[config.mk]
export PLATFORM = sky130hd
export DESIGN_NAME = fec_capture
export DESIGN_NICKNAME = d
export VERILOG_FILES = /design/src/verilog/fec_capture.v /design/src/verilog/fec_queue.v
export VERILOG_INCLUDE_DIRS = /design/src /design/src/verilog
export SDC_FILE = /design/constraint.sdc
export NUM_CORES = 1
export LEC_CHECK = 0
export BUFFER_PORTS_ARGS = -buffer_cell sky130_fd_sc_hd__clkbuf_2
export CORE_MARGIN = 10
export CORE_UTILIZATION = 30
export CTS_CLUSTER_SIZE = 28
export DETAILED_ROUTE_END_ITERATION = 8
export REMOVE_ABC_BUFFERS = 1
export SLEW_MARGIN = 20
export SYNTH_ARGS = -nofsm -noshare
export SYNTH_HDL_FRONTEND = slang
export SYNTH_SLANG_ARGS = --single-unit
[constraint.sdc]
create_clock -name clk_sys -period 4.2 [get_ports clk_sys]
set_input_delay 0.63 -clock clk_sys [delete_from_list [all_inputs] [get_ports clk_sys]]
set_output_delay 0.63 -clock clk_sys [all_outputs]
set_load 0.005 [all_outputs]
[src/verilog/fec_event_map.vh]
// Constants for the fast event capture unit
`ifndef FEC_EVENT_MAP_VH
`define FEC_EVENT_MAP_VH

// Clocks per timer count and per input sample
`define FEC_TIMER_STATES 4'h8
`define FEC_SAMPLE_STATES 4'h9
`define FEC_TIMER_PRE_LAST 4'h7
`define FEC_SAMPLE_LAST 4'h8
`define FEC_PRE_ZERO 4'h0

// Per-pin detection modes, two bits each
`define FEC_MODE_RISE 2'h0
`define FEC_MODE_FALL 2'h1
`define FEC_MODE_BOTH 2'h2
`define FEC_MODE_OFF 2'h3
`define FEC_MODE_BITS 2

// Defaults for the structure
`define FEC_PINS 4
`define FEC_TAG_BITS 16
`define FEC_QUEUE_DEPTH 8
`define FEC_QUEUE_ADDR 3

// Holding stage state codes
`define FEC_HOLD_EMPTY 1'h0
`define FEC_HOLD_FULL 1'h1

`endif

[src/verilog/fec_capture.v]
// Fast event capture unit: pin sampling, time tags, queue and holding stage
`timescale 1ns/10ps
`include "fec_event_map.vh"

module fec_capture #(
  parameter PINS = `FEC_PINS,
  parameter TAG_BITS = `FEC_TAG_BITS,
  parameter DEPTH = `FEC_QUEUE_DEPTH,
  parameter AW = `FEC_QUEUE_ADDR
) (
  input wire clk_sys,
  input wire rst_n,
  input wire [PINS-1:0] event_pin,
  input wire mode_load,
  input wire [PINS*`FEC_MODE_BITS-1:0] mode_data,
  input wire hold_read,
  input wire overflow_clear,
  output reg hold_valid,
  output reg [TAG_BITS-1:0] hold_tag,
  output reg [PINS-1:0] hold_pins,
  output reg [TAG_BITS-1:0] timer_value,
  output reg overflow,
  output wire queue_nonempty
);

  localparam WIDTH = PINS + TAG_BITS;

  reg [3:0] timer_pre;
  reg [3:0] sample_cnt;
  reg [PINS-1:0] pin_last;
  reg [PINS*`FEC_MODE_BITS-1:0] mode_cfg;
  wire sample_tick;
  wire [PINS-1:0] pin_hit;
  wire entry_valid;
  wire [WIDTH-1:0] entry_data;
  wire q_in_valid;
  wire q_in_ready;
  wire q_out_valid;
  wire q_out_ready;
  wire [WIDTH-1:0] q_out_data;
  wire hold_free;
  wire direct_load;
  reg next_hold_valid;
  reg [WIDTH-1:0] next_hold_data;

  // Mode has no reset on purpose; its value is unknown until loaded
  always @(posedge clk_sys) begin
    if (mode_load) begin
      mode_cfg <= mode_data;
    end
  end

  // Free-running tag timer, one count per eight clocks
  always @(posedge clk_sys or negedge rst_n) begin
    if (!rst_n) begin
      timer_pre <= `FEC_PRE_ZERO;
      timer_value <= {TAG_BITS{1'b0}};
    end else if (timer_pre == `FEC_TIMER_PRE_LAST) begin
      timer_pre <= `FEC_PRE_ZERO;
      timer_value <= timer_value + 1'b1;
    end else begin
      timer_pre <= timer_pre + 1'b1;
    end
  end

  // Sampler runs on a nine-clock cycle; the mismatch causes tag skips
  always @(posedge clk_sys or negedge rst_n) begin
    if (!rst_n) begin
      sample_cnt <= `FEC_PRE_ZERO;
    end else if (sample_cnt == `FEC_SAMPLE_LAST) begin
      sample_cnt <= `FEC_PRE_ZERO;
    end else begin
      sample_cnt <= sample_cnt + 1'b1;
    end
  end

  assign sample_tick = (sample_cnt == `FEC_SAMPLE_LAST);

  // Pins are compared only at sample ticks; pulses in between are lost
  always @(posedge clk_sys or negedge rst_n) begin
    if (!rst_n) begin
      pin_last <= {PINS{1'b0}};
    end else if (sample_tick) begin
      pin_last <= event_pin;
    end
  end

  genvar i;
  generate
    for (i = 0; i < PINS; i = i + 1) begin : g_pin
      wire [`FEC_MODE_BITS-1:0] pm;
      wire rise;
      wire fall;
      reg hit;
      assign pm = mode_cfg[i*`FEC_MODE_BITS +: `FEC_MODE_BITS];
      assign rise = event_pin[i] & ~pin_last[i];
      assign fall = ~event_pin[i] & pin_last[i];
      always @* begin
        case (pm)
          `FEC_MODE_RISE: hit = rise;
          `FEC_MODE_FALL: hit = fall;
          `FEC_MODE_BOTH: hit = rise | fall;
          `FEC_MODE_OFF: hit = 1'b0;
          default: hit = 1'b0;
        endcase
      end
      assign pin_hit[i] = hit & sample_tick;
    end
  endgenerate

  // All pins hit in one sample share one entry and one tag
  assign entry_valid = |pin_hit;
  // Tag is the timer at the sample; separate samples are nine clocks apart
  assign entry_data = {pin_hit, timer_value};

  assign hold_free = (hold_valid == `FEC_HOLD_EMPTY) | hold_read;
  assign direct_load = hold_free & ~q_out_valid & entry_valid;
  assign q_in_valid = entry_valid & ~direct_load;
  assign q_out_ready = hold_free;

  fec_queue #(
    .WIDTH(WIDTH),
    .DEPTH(DEPTH),
    .AW(AW)
  ) u_queue (
    .clk_sys(clk_sys),
    .rst_n(rst_n),
    .in_valid(q_in_valid),
    .in_ready(q_in_ready),
    .in_data(entry_data),
    .out_valid(q_out_valid),
    .out_ready(q_out_ready),
    .out_data(q_out_data)
  );

  assign queue_nonempty = q_out_valid;

  // Holding stage refill priority: queue head first, then a fresh entry
  always @* begin
    next_hold_valid = hold_valid;
    next_hold_data = {hold_pins, hold_tag};
    if (hold_free) begin
      if (q_out_valid) begin
        next_hold_valid = `FEC_HOLD_FULL;
        next_hold_data = q_out_data;
      end else if (direct_load) begin
        next_hold_valid = `FEC_HOLD_FULL;
        next_hold_data = entry_data;
      end else begin
        next_hold_valid = `FEC_HOLD_EMPTY;
      end
    end
  end

  always @(posedge clk_sys or negedge rst_n) begin
    if (!rst_n) begin
      hold_valid <= `FEC_HOLD_EMPTY;
      hold_tag <= {TAG_BITS{1'b0}};
      hold_pins <= {PINS{1'b0}};
    end else begin
      hold_valid <= next_hold_valid;
      hold_pins <= next_hold_data[WIDTH-1:TAG_BITS];
      hold_tag <= next_hold_data[TAG_BITS-1:0];
    end
  end

  // Full queue drops the entry; a new loss wins over a clear
  always @(posedge clk_sys or negedge rst_n) begin
    if (!rst_n) begin
      overflow <= 1'b0;
    end else if (q_in_valid & ~q_in_ready) begin
      overflow <= 1'b1;
    end else if (overflow_clear) begin
      overflow <= 1'b0;
    end
  end

endmodule

[src/verilog/fec_queue.v]
// Flip-flop FIFO with valid and ready on both sides
`timescale 1ns/10ps
`include "fec_event_map.vh"

module fec_queue #(
  parameter WIDTH = 20,
  parameter DEPTH = `FEC_QUEUE_DEPTH,
  parameter AW = `FEC_QUEUE_ADDR
) (
  input wire clk_sys,
  input wire rst_n,
  input wire in_valid,
  output wire in_ready,
  input wire [WIDTH-1:0] in_data,
  output wire out_valid,
  input wire out_ready,
  output wire [WIDTH-1:0] out_data
);

  reg [WIDTH-1:0] mem [0:DEPTH-1];
  reg [AW-1:0] wr_ptr;
  reg [AW-1:0] rd_ptr;
  reg [AW:0] count;
  wire push;
  wire pop;
  wire [AW:0] depth_c;

  assign depth_c = DEPTH[AW:0];
  assign in_ready = (count != depth_c);
  assign out_valid = (count != {(AW+1){1'b0}});
  assign out_data = mem[rd_ptr];
  assign push = in_valid & in_ready;
  assign pop = out_valid & out_ready;

  always @(posedge clk_sys) begin
    if (push) begin
      mem[wr_ptr] <= in_data;
    end
  end

  always @(posedge clk_sys or negedge rst_n) begin
    if (!rst_n) begin
      wr_ptr <= {AW{1'b0}};
      rd_ptr <= {AW{1'b0}};
      count <= {(AW+1){1'b0}};
    end else begin
      // Pointers wrap at DEPTH, not only at a power of two
      if (push) begin
        wr_ptr <= (wr_ptr == DEPTH[AW-1:0] - 1'b1) ? {AW{1'b0}} : wr_ptr + 1'b1;
      end
      if (pop) begin
        rd_ptr <= (rd_ptr == DEPTH[AW-1:0] - 1'b1) ? {AW{1'b0}} : rd_ptr + 1'b1;
      end
      if (push & ~pop) begin
        count <= count + 1'b1;
      end else if (pop & ~push) begin
        count <= count - 1'b1;
      end
    end
  end

endmodule
==> metrics.md, run 1 <==
| Metric | Value |
|---|---|
| Post-CTS Resized | 0 |
| CTS max path bufs | 3 |
| Reg clk slew, reported paths | 0.06 ns |
| Router iterations before antenna repair | 4 |
| Post-CTS Setup Inserts | 0 |
| Seq cells post-synth | ~230 |
| Die Ht | 199 um |
| Final min period | approximately 3.0 ns |
| Crit path DAT | 3.43 ns |
| Largest cells by area after synthesis | edfxtp_1, dfrtp_1, mux4_2 |
| Final Cell Area | 11100 sq um |
| Post-Place Cell Area | between 10000 and 15000 sq um |
| Max-cap violations | 0 |
| P&R area growth vs syn | 15.3% |
| Worst Hold Slack | 0.173 ns |
| Power per cell area | 557 nW/um^2 |
| First-pass GRT wire length | 31.9 mm |
| Max FO, Critical Path | 19 |
| Fmax | 0.330 GHz |
| Final Hold Viols | 0 |
| CTS Buf Count | 25 |
| Worst Setup Start Kind | flip-flop |
| Chip width | about 200 um |
| Layout cell share with drive strength beyond 1 | 27.2% |
| Most common cell in the netlist | edfxtp_1 |
| Register area | between 6000 and 7000 sq um |
| Core ar. | 31600 sq um |
| Initial Util | 30.4% |
| Fill count | 2987 |
| Pre-CTS WS | around 0.78 ns |
| Syn Std Cell Area | between 9000 and 10000 sq um |
| Routability cong. | 0.701 |
| Ys flop type | edfxtp_1 |
| Clock Skew | 0.0162 ns |
| Via/cell ratio | 4.80 |
| Sequential share of the synthesized area | roughly 68% |
| Slowest stage cell, crit path | nor4_1 |
| Sum of buffers and inverters on the critical path | 2 |
| DR vias | 5045 |
| Setup WS post-layout | 1.17 ns |
| RSZ-0062 raised after global routing | no |
| Final Core Density | 35.1% |
| Max Slew Vio Count | 0 |
| CP top delay family | simple AND/OR/NAND/NOR gates |
| GRT overflow | 0 |
| DR WL/cell | 20.0 um |
| # H-tree levels | 1 |
| Slew margin rel. | 26.7% |
| DR iter-0 viols | 362 |
| CP required | 4.59 ns |
| Cells after Synth | 576 |
| Synth cell types | between 40 and 50 |
| Worst skew pair latency | ~0.52 ns |
| Leakage | 4.06 nW |
| Result of the run | completed |
| Kind of critical path | flip-flop to flip-flop |
| Hold_buf cts | 0 |
| Multi-input logic area | 2720 sq um |
| EDFF count, synth | between 150 and 200 |
| Final WL | ~21 mm |
| I/O Buffers | 55 |
| DRC | 0 |
| Number of global-route vias before repair | 5219 |
| Top cells by count, synth | edfxtp_1, dfrtp_1, mux4_2, nor2_1, nand2_1 |
| Yosys warns | 0 |
| Worst Setup SP | u_queue.count[0]$_DFFE_PN0P_ |
| Syn Area/Cell | 16.7 sq um |
| Setup crit end kind | flip-flop |
| Post-route setup TNS | 0 ns |
| Min-delay worst type | input pin to asynchronous set/reset pin |
| Final setup viols | 0 |
| Reg2reg start | u_queue.count[0]$_DFFE_PN0P_ |
| Nets@finish | 666 |
| Die Area | 39500 sq um |
| CTS sink cnt | approximately 230 |
| ANT cells | 0 |
| TritonCTS clock tree | built |
| Post-synth top area share | 52.6% |
| Row count | between 60 and 70 |
| Crit-path cells | nor4_1 > nor2_2 > inv_1 > ha_1 > inv_1 > ha_1 > a21o_1 > a21oi_1 > xnor2_1 > nor2_1 > xor2_1 |
| Fin crit share | between 70% and 80% |
| Clk Tree Root Cell | clkbuf_16 |
| Largest net degree at the start of global routing | 43 |
| Asr flop ratio synth | a little over a quarter |
| Worst slew pin tran | about 1.1 ns |
| Maximum VDD drop | 319 uV |
| GRT Util Overall | a little over a tenth |
| Post-route ant nets | 0 |
| Synth area leader | edfxtp_1 |
| # IOs | 56 |
| DP HPWL | 12.3 mm |
| Initial antenna violation count | 0 |
| CP peak stage delay | a little under 0.7 ns |
worst paths after layout:
path                                                      end  slack, ns  cells after the start
worst min register to register         timer_pre[0]$_DFF_PN0_       0.46                      1
max in group asynchronous       u_queue.rd_ptr[1]$_DFFE_PN0P_       3.03                      2
worst min-delay path                  hold_tag[0]$_DFFE_PN0P_       0.17                      1
worst max register to register   u_queue.count[3]$_DFFE_PN0P_       1.17                     11
worst max-delay path             u_queue.count[3]$_DFFE_PN0P_       1.17                     11
min in group clk_sys                    mode_cfg[2]$_DFFE_PP_       0.29                      1
stage by stage:
stage / cells / power, mW
floorplan: 527 / 3.69
global placement: 1004 / 4.16
detailed placement: 1004 / 4.17
CTS: 1050 / 6.28
global route: 1050 / 6.49
finish: 1050 / 6.17
layer usage:
| metal | vias up | track usage [%] | share of wire [%] |
|---|---|---|---|
| met3 | 24 | 2.60 | 6.0 |
| met4 | 0 | 2.49 | 1.5 |
| met1 | 2596 | 12.8 | 42 |
| met2 | 98 | 18.4 | 50 |
| met5 | - | 0 | 0 |
| li1 | 2327 | - | - |
layout make-up:
| type | instances | share of cell area, % |
|---|---|---|
| flip-flops and latches | 228 | 59.2 |
| well taps | 402 | 4.55 |
| multi-input cells | 282 | 24.6 |
| repair buffers | 75 | 3.96 |
| clock inverters | 10 | 0.667 |
| inverters | 17 | 0.577 |
| clock buffers | 36 | 6.48 |
power breakdown:
| part | internal, mW | switching [mW] | leakage, nW | total, mW |
|---|---|---|---|---|
| sequential | 2.56 | 0.315 | 2.37 | 2.87 |
| combinational | 0.696 | 0.514 | 1.30 | 1.21 |
| clock | 1.24 | 0.843 | 0.392 | 2.08 |
| total | 4.49 | 1.67 | 4.06 | 6.17 |
cell usage in the layout, fill, tap and decap left out, drive strengths merged, types with 3 or more instances in the layout:
| master | n |
|---|---|
| ha | 19 |
| a211oi | 32 |
| o22ai | 4 |
| o21ai | 7 |
| a21o | 3 |
| a31o | 4 |
| mux2i | 8 |
| mux2 | 5 |
| xor2 | 7 |
| xnor2 | 14 |
| nand4 | 4 |
| nor2b | 17 |
| inv | 18 |
| clkbuf | 90 |
| nand2 | 28 |
| buf | 21 |
| and2 | 3 |
| and3 | 4 |
| mux4 | 40 |
| nand3 | 5 |
| edfxtp | 168 |
| nor2 | 34 |
| a311oi | 16 |
| clkinv | 8 |
| nor3 | 4 |
| and4b | 3 |
| dfrtp | 60 |
state kept, by name, indices dropped and copies added (netlist names):
signal and count:
u_queue.wr_ptr 3, hold_tag 16, hold_pins 4, u_queue.mem 160, sample_cnt 4, u_queue.rd_ptr 3, overflow 1, timer_value 16
u_queue.count 4, mode_cfg 8, timer_pre 4, hold_valid 1, pin_last 4
cells by family (layout without fill, tap and decap cells):
family	count (synthesis)	in the layout	synth area share, %
AO/OA/AOI/OAI	76	76	6.88
XOR/XNOR	21	21	1.92
adder cells (fa/ha/maj)	20	20	2.69
buffers and inverters	66	138	3.62
flip-flops	228	228	68.2
multiplexers	53	53	10.8
AND/OR/NAND/NOR	112	112	5.87
Power figures use the tool's default switching activity.
==> run 2: changes to the inputs <==
==> constraint.sdc (replaced) <==
create_clock -name clk_sys -period 3.05 [get_ports clk_sys]
set_input_delay 0.4575 -clock clk_sys [delete_from_list [all_inputs] [get_ports clk_sys]]
set_output_delay 0.4575 -clock clk_sys [all_outputs]
set_load 0.005 [all_outputs]
==> metrics.md, run 2 (synthesis results as in run 1) <==
| Metric | Value |
|---|---|
| # IOs | 56 (unchanged) |
| Wl on met1 | 9.14 mm (was 8.85 mm) |
| Final Hold Viols | 0 (unchanged) |
| DR vias | 5107 (was 5045) |
| Core ar. | 31600 sq um (unchanged) |
| CTS Buf Count | 25 (unchanged) |
| Largest register FFs | 160 (unchanged) |
| Final setup viols | 0 (unchanged) |
| Hold_buf cts | 0 (unchanged) |
| Post-Place Cell Area | 10400 sq um (was 10300 sq um) |
| Worst slew pin tran | 0.904 ns (was 1.10 ns) |
| TritonCTS clock tree | built (unchanged) |
| Power per cell area | 765 nW/um^2 (was 557 nW/um^2) |
| Post-route setup TNS | 0 ns (unchanged) |
| Max FO, Critical Path | 2 (was 19) |
| Crit path top cell by count | ha_1 |
| ANT cells | 0 (unchanged) |
| Met3 wire length | 1.46 mm (was 1.27 mm) |
| Routed wl met2 | 10.2 mm (was 10.6 mm) |
| CP required | 3.45 ns (was 4.59 ns) |
| Fin cells | 1062 (was 1050) |
| Number of global-route vias before repair | 5289 (was 5219) |
| Register area | 6550 sq um (about the same) |
| Kind of critical path | flip-flop to flip-flop (unchanged) |
| Initial Util | 30.4% (unchanged) |
| P&R area growth vs syn | 17.0% (was 15.3%) |
| DR iter-0 viols | 339 (was 362) |
| Slowest stage cell, crit path | dfrtp_1 (was nor4_1) |
| Die Ht | 199 um (unchanged) |
| CP peak stage delay | 0.38 ns (was 0.68 ns) |
| Slew margin rel. | 39.7% (was 26.7%) |
| Clock Skew | 0.00886 ns (was 0.0162 ns) |
| Crit-path cells | ha_1 > and2_1 > o32a_1 > o211a_1 > a31oi_1 > ha_1 > inv_1 > ha_1 > a21o_1 > a21oi_1 > xnor2_1 > nor2_1 > xor2_1 (was nor4_1 > nor2_2 > inv_1 > ha_1 > inv_1 > ha_1 > a21o_1 > a21oi_1 > xnor2_1 > nor2_1 > xor2_1) |
| Clk Tree Root Cell | clkbuf_16 (unchanged) |
| Post-CTS Setup Inserts | 0 (unchanged) |
| Leading cell type in the layout, fill and taps excluded | edfxtp_1 (unchanged) |
| Maximum VDD drop | 439 uV (was 319 uV) |
| Fin crit share | 91.6% (was 72.2%) |
| Reg clk slew, reported paths | 0.06 ns (about the same) |
| # H-tree levels | 1 (unchanged) |
| Fill count | 3003 (was 2987) |
| Die Area | 39500 sq um (unchanged) |
| Result of the run | completed (unchanged) |
| Pre-CTS WS | 0.0238 ns (was 0.777 ns) |
| Placed Cells | 1016 (was 1004) |
| Router iterations before antenna repair | 4 (unchanged) |
| Max-cap violations | 0 (unchanged) |
| Largest Register | u_queue.mem (unchanged) |
| Worst Hold Slack | 0.117 ns (was 0.173 ns) |
| Via/cell ratio | 4.81 (was 4.80) |
| Final min period | 2.79 ns (was 3.03 ns) |
| Final WL | 21.2 mm (was 21.0 mm) |
| Final Core Density | 35.6% (was 35.1%) |
| CP top delay family | compound AO/OA/AOI/OAI gates (was simple AND/OR/NAND/NOR gates) |
| Multi-input logic area | 2720 sq um (unchanged) |
| Largest net degree at the start of global routing | 61 (was 43) |
| Layout cell share with drive strength beyond 1 | 28.8% (was 27.2%) |
| Setup WS post-layout | 0.256 ns (was 1.17 ns) |
| GRT overflow | 0 (unchanged) |
| Max Slew Vio Count | 0 (unchanged) |
| DR top layer | met4 (unchanged) |
| DRC | 0 (unchanged) |
| Initial antenna violation count | 0 (unchanged) |
| Setup crit end kind | flip-flop (unchanged) |
| CTS sink cnt | 228 (unchanged) |
| RSZ-0062 raised after global routing | no (unchanged) |
| Chip width | 199 um (unchanged) |
| I/O Buffers | 55 (unchanged) |
| DR WL/cell | 19.9 um (was 20.0 um) |
| Worst Setup Start Kind | flip-flop (unchanged) |
| Most frequent cells in the layout | edfxtp_1, dfrtp_1, clkbuf_2, mux4_2, nor2_1 (unchanged) |
| Post-route ant nets | 0 (unchanged) |
| Final Cell Area | 11200 sq um (was 11100 sq um) |
| GRT Util Overall | 10.8% (was 10.5%) |
| Crit path DAT | 3.19 ns (was 3.43 ns) |
| Leakage | 4.14 nW (was 4.06 nW) |
| Top flop regs | u_queue.mem (160), hold_tag (16), timer_value (16) (unchanged) |
| Worst skew pair latency | 0.52 ns (about the same) |
| Nets@finish | 678 (was 666) |
| Tot Pwr | 8.58 mW (was 6.17 mW) |
| Fmax | 0.358 GHz (was 0.330 GHz) |
| Sum of buffers and inverters on the critical path | 1 (was 2) |
| DP HPWL | 12.4 mm (was 12.3 mm) |
| Row count | 65 (unchanged) |
| Routability cong. | 0.710 (was 0.701) |
| CTS max path bufs | 3 (unchanged) |
| First-pass GRT wire length | 32.5 mm (was 31.9 mm) |
| Min-delay worst type | input pin to flip-flop (was input pin to asynchronous set/reset pin) |
| Post-CTS Resized | 0 (unchanged) |
[run 2: changes by cell type in the layout (fill, tap and decap cells not counted), sizes merged]
cell	previous run	this run
clkbuf	90	88
clkinv	8	6
buf	21	33
bufinv	1	2
inv	18	21
[run 2: per-layer routing]
metal	vias up	global-route usage, %
met3	29	2.48
met4	0	3.08
li1	2358	-
met5	-	0
met1	2597	13.9
met2	123	17.7
[run 2: worst reg2reg max path: cells and delay by family, from the launching register on]
kind / cells / cell delay (ns)
AND/OR/NAND/NOR: 2 / 0.22
XOR/XNOR: 2 / 0.28
flip-flops: 1 / 0.38
buffers and inverters: 1 / 0.06
adder cells (fa/ha/maj): 3 / 0.74
AO/OA/AOI/OAI: 5 / 1.01
[run 2: layout make-up]
| cell class | instances | area share, % |
|---|---|---|
| clock inverters | 12 | 1.10 |
| well taps | 402 | 4.48 |
| clock buffers | 34 | 6.05 |
| multi-input cells | 282 | 24.2 |
| repair buffers | 87 | 5.26 |
| inverters | 17 | 0.568 |
| flip-flops and latches | 228 | 58.3 |
[run 2: path summary, 6_finish.rpt]
kind / from / end / slack (ns) / cells after the start
max reg2reg: pin_last[2]$_DFFE_PN0P_ / u_queue.count[3]$_DFFE_PN0P_ / 0.26 / 13
max: pin_last[2]$_DFFE_PN0P_ / u_queue.count[3]$_DFFE_PN0P_ / 0.26 / 13
min: mode_data[2] / mode_cfg[2]$_DFFE_PP_ / 0.12 / 1
max in group asynchronous: rst_n / u_queue.rd_ptr[1]$_DFFE_PN0P_ / 2.26 / 2
min in group asynchronous: rst_n / timer_pre[2]$_DFF_PN0_ / 0.16 / 2
min reg2reg: timer_pre[0]$_DFF_PN0_ / timer_pre[0]$_DFF_PN0_ / 0.46 / 1
[run 2: power breakdown]
part | leakage (nW) | switching [mW] | internal [mW]
clock network | 0.398 | 1.20 | 1.74
logic | 1.37 | 0.948 | 0.971
registers | 2.37 | 0.198 | 3.52
total | 4.14 | 2.35 | 6.23
==> run 3: changes to the inputs <==
--- a/config.mk
+++ b/config.mk
@@ -6,6 +6,7 @@
 export SDC_FILE = /design/constraint.sdc
 export NUM_CORES = 1
 export LEC_CHECK = 0
+export ABC_AREA = 1
 export BUFFER_PORTS_ARGS = -buffer_cell sky130_fd_sc_hd__clkbuf_2
 export CORE_MARGIN = 10
 export CORE_UTILIZATION = 30
==> metrics.md, run 3 <==
| Metric | Value |
|---|---|
| Result of the run | completed (unchanged) |
| Top cells by count, synth | nand2_1, edfxtp_1, nand3_1, dfrtp_1, inv_1 (was edfxtp_1, dfrtp_1, mux4_2, nor2_1, nand2_1) |
| DR WL/cell | 16.4 um (was 19.9 um) |
| Leakage | 4.86 nW (was 4.14 nW) |
| Final Hold Viols | 0 (unchanged) |
| Max Slew Vio Count | 0 (unchanged) |
| Seq cells post-synth | 228 (unchanged) |
| TritonCTS clock tree | built (unchanged) |
| Sw frac | 33.4% (was 27.4%) |
| Largest Register | u_queue.mem (unchanged) |
| CTS Buf Count | 25 (unchanged) |
| Post-route ant nets | 0 (unchanged) |
| Chip width | 202 um (was 199 um) |
| Clock Skew | 0.00733 ns (was 0.00886 ns) |
| Ys flop type | edfxtp_1 (unchanged) |
| ANT cells | 0 (unchanged) |
| Router iterations before antenna repair | 5 (was 4) |
| I/O Buffers | 55 (unchanged) |
| Final min period | 2.79 ns (about the same) |
| Met1 Use GR | 15.6% (was 13.9%) |
| Worst R2R Path Depth | 16 (was 13) |
| Row count | 66 (was 65) |
| CP top delay family | simple AND/OR/NAND/NOR gates (was compound AO/OA/AOI/OAI gates) |
| Fmax | 0.358 GHz (about the same) |
| Slowest stage cell, crit path | dfrtp_1 (unchanged) |
| Reg clk slew, reported paths | 0.06 ns (about the same) |
| Final setup viols | 0 (unchanged) |
| Sum of buffers and inverters on the critical path | 2 (was 1) |
| Worst hold stages | 1 (unchanged) |
| First-pass GRT wire length | 37.8 mm (was 32.5 mm) |
| GRT overflow | 0 (unchanged) |
| M2 GR Usage | 18.4% (was 17.7%) |
| Syn Std Cell Area | 9900 sq um (was 9600 sq um) |
| Kind of critical path | flip-flop to flip-flop (unchanged) |
| Crit path DAT | 3.18 ns (was 3.19 ns) |
| CP peak stage delay | 0.41 ns (was 0.38 ns) |
| # IOs | 56 (unchanged) |
| CP required | 3.44 ns (was 3.45 ns) |
| Most frequent cells in the layout | nand2_1, edfxtp_1, nand3_1, dfrtp_1, clkbuf_2 (was edfxtp_1, dfrtp_1, clkbuf_2, mux4_2, nor2_1) |
| Syn Area/Cell | 10.8 sq um (was 16.7 sq um) |
| Asr flop ratio synth | 26.3% (unchanged) |
| Post-CTS Setup Inserts | 0 (unchanged) |
| EDFF count, synth | 168 (unchanged) |
| Worst skew pair latency | 0.51 ns (was 0.52 ns) |
| Final WL | 23.6 mm (was 21.2 mm) |
| Synth area leader | edfxtp_1 (unchanged) |
| DP HPWL | 14.2 mm (was 12.4 mm) |
| DRC | 0 (unchanged) |
| Number of global-route vias before repair | 6692 (was 5289) |
| P&R area growth vs syn | 16.2% (was 17.0%) |
| Die Ht | 202 um (was 199 um) |
| Worst Setup Start Kind | flip-flop (unchanged) |
| Int Power | 6.05 mW (was 6.23 mW) |
| Hold_buf cts | 0 (unchanged) |
| Yosys warns | 0 (unchanged) |
| Clk Tree Root Cell | clkbuf_16 (unchanged) |
| GRT Util Overall | 11.5% (was 10.8%) |
| Largest net degree at the start of global routing | 83 (was 61) |
| Max-cap violations | 0 (unchanged) |
| Nets@finish | 1016 (was 678) |
| Fin cells | 1439 (was 1062) |
| Via/cell ratio | 4.61 (was 4.81) |
| Slew margin rel. | 40.4% (was 39.7%) |
| Setup crit end kind | flip-flop (unchanged) |
| # H-tree levels | 1 (unchanged) |
| Post-CTS Resized | 0 (unchanged) |
| Post-synth top area share | 50.9% (was 52.6%) |
| Fin crit share | 91.5% (was 91.6%) |
| Layout cell share with drive strength beyond 1 | 15.7% (was 28.8%) |
| Gate power share | 28.4% (was 22.4%) |
| Maximum VDD drop | 525 uV (was 439 uV) |
| Tot Pwr | 9.08 mW (was 8.58 mW) |
| Die Area | 40700 sq um (was 39500 sq um) |
| Fill count | 3255 (was 3003) |
| DR iter-0 viols | 459 (was 339) |
| Largest cells by area after synthesis | edfxtp_1, dfrtp_1, nand2_1 (was edfxtp_1, dfrtp_1, mux4_2) |
| Leading cell type in the layout, fill and taps excluded | nand2_1 (was edfxtp_1) |
| Cells after Synth | 917 (was 576) |
| GRT Max-Usage Layer | met2 (unchanged) |
| Top flop regs | u_queue.mem (160), hold_tag (16), timer_value (16) (unchanged) |
| Power per cell area | 789 nW/um^2 (was 765 nW/um^2) |
| Most common cell in the netlist | nand2_1 (was edfxtp_1) |
| Max FO, Critical Path | 11 (was 2) |
| Min-delay worst type | input pin to flip-flop (unchanged) |
| Crit-path cells | inv_1 > ha_1 > nand2_1 > nor2_4 > nand3_1 > nand2_1 > nor2_4 > nor2_4 > ha_1 > inv_1 > ha_1 > a21oi_1 > nand2_1 > a21oi_1 > o21ai_0 > xor2_1 (was ha_1 > and2_1 > o32a_1 > o211a_1 > a31oi_1 > ha_1 > inv_1 > ha_1 > a21o_1 > a21oi_1 > xnor2_1 > nor2_1 > xor2_1) |
| CTS sink cnt | 228 (unchanged) |
| Sequential share of power | 40.3% (was 43.3%) |
| Sequential share of the synthesized area | 66.1% (was 68.2%) |
| Initial antenna violation count | 0 (unchanged) |
| Routability cong. | 0.726 (was 0.710) |
| Core ar. | 32500 sq um (was 31600 sq um) |
| Crit path depth | 16 (was 13) |
| CTS max path bufs | 3 (unchanged) |
| Placed Cells | 1389 (was 1016) |
| Initial Util | 30.4% (about the same) |
| DR vias | 6637 (was 5107) |
| Met3 usage | 2.63% (was 2.48%) |
| Synth cell types | 34 (was 48) |
| Worst slew pin tran | 0.894 ns (was 0.904 ns) |
| Clk pwr share | 31.4% (was 34.3%) |
| Largest register FFs | 160 (unchanged) |
| Switch Pwr | 3.03 mW (was 2.35 mW) |
==> run 3: final cells by class <==
| class | instances | area [sq um] | share of cell area [%] |
|---|---|---|---|
| Sequential cell | 228 | 6550 | 56.9 |
| Multi-Input combinational cell | 582 | 2870 | 24.9 |
| Clock buffer | 31 | 648 | 5.63 |
| Timing Repair Buffer | 92 | 591 | 5.13 |
| Tap cell | 442 | 553 | 4.80 |
| Inverter | 50 | 188 | 1.63 |
| Clock inverter | 14 | 116 | 1.01 |
==> run 3: through the flow <==
stage	setup TNS, ns	util, %	hold WS [ns]	setup slack (ns)	cell area, sq um
2_1_floorplan	-0.358	-	0.162	-0.0318	9580
3_3_place_gp	0	32.9	0.448	0.177	10700
3_5_place_dp	0	32.9	0.458	0.141	10700
4_1_cts	0	35.3	0.0952	0.220	11500
5_1_grt	-0.0110	35.4	0.0950	-0.0110	11500
6_report	0	35.4	0.117	0.259	11500
==> run 3: logic make-up after synthesis <==
group,count (synthesis),share of synthesized area [%]
simple gates,496,21.9
flops,228,66.1
buf+inv,107,5.17
compound gates,46,2.40
fa+ha+maj,20,2.60
xor+xnor,19,1.68
mux,1,0.114
==> run 3: path summary, 6_finish.rpt <==
check	startpoint	endpoint	slack [ns]
worst max register to register	sample_cnt[0]$_DFF_PN0_	u_queue.count[3]$_DFFE_PN0P_	0.26
worst max-delay path	sample_cnt[0]$_DFF_PN0_	u_queue.count[3]$_DFFE_PN0P_	0.26
worst min register to register	timer_pre[0]$_DFF_PN0_	timer_pre[0]$_DFF_PN0_	0.46
worst min-delay path	mode_data[4]	mode_cfg[4]$_DFFE_PP_	0.12
max in group asynchronous	rst_n	u_queue.rd_ptr[0]$_DFFE_PN0P_	2.25
min in group asynchronous	rst_n	hold_valid$_DFFE_PN0P_	0.15
==> run 3: power by group through the flow <==
stage | registers (mW) | clock network, mW | logic [mW]
global placement | 3.72 | 0 | 2.58
finish | 3.66 | 2.85 | 2.58
CTS | 3.66 | 2.90 | 2.62
floorplan | 3.87 | 0 | 1.49
global route | 3.69 | 3.05 | 2.99
detailed placement | 3.72 | 0 | 2.62
==> run 3: worst reg2reg max path, stage by stage (launching register included) <==
cell and delay [ns]:
dfrtp_1 0.41, inv_1 0.07, ha_1 0.14, nand2_1 0.08, nor2_4 0.25, nand3_1 0.20
nand2_1 0.19, nor2_4 0.09, nor2_4 0.09, ha_1 0.14, inv_1 0.09, ha_1 0.33
a21oi_1 0.15, nand2_1 0.07, a21oi_1 0.11, o21ai_0 0.11, xor2_1 0.15
==> run 3: per-layer routing <==
metal / up-vias / wire length, um
li1: 3198 / -
met5: - / 0
met1: 3213 / 10600
met3: 36 / 1590
met2: 190 / 11000
met4: 0 / 434
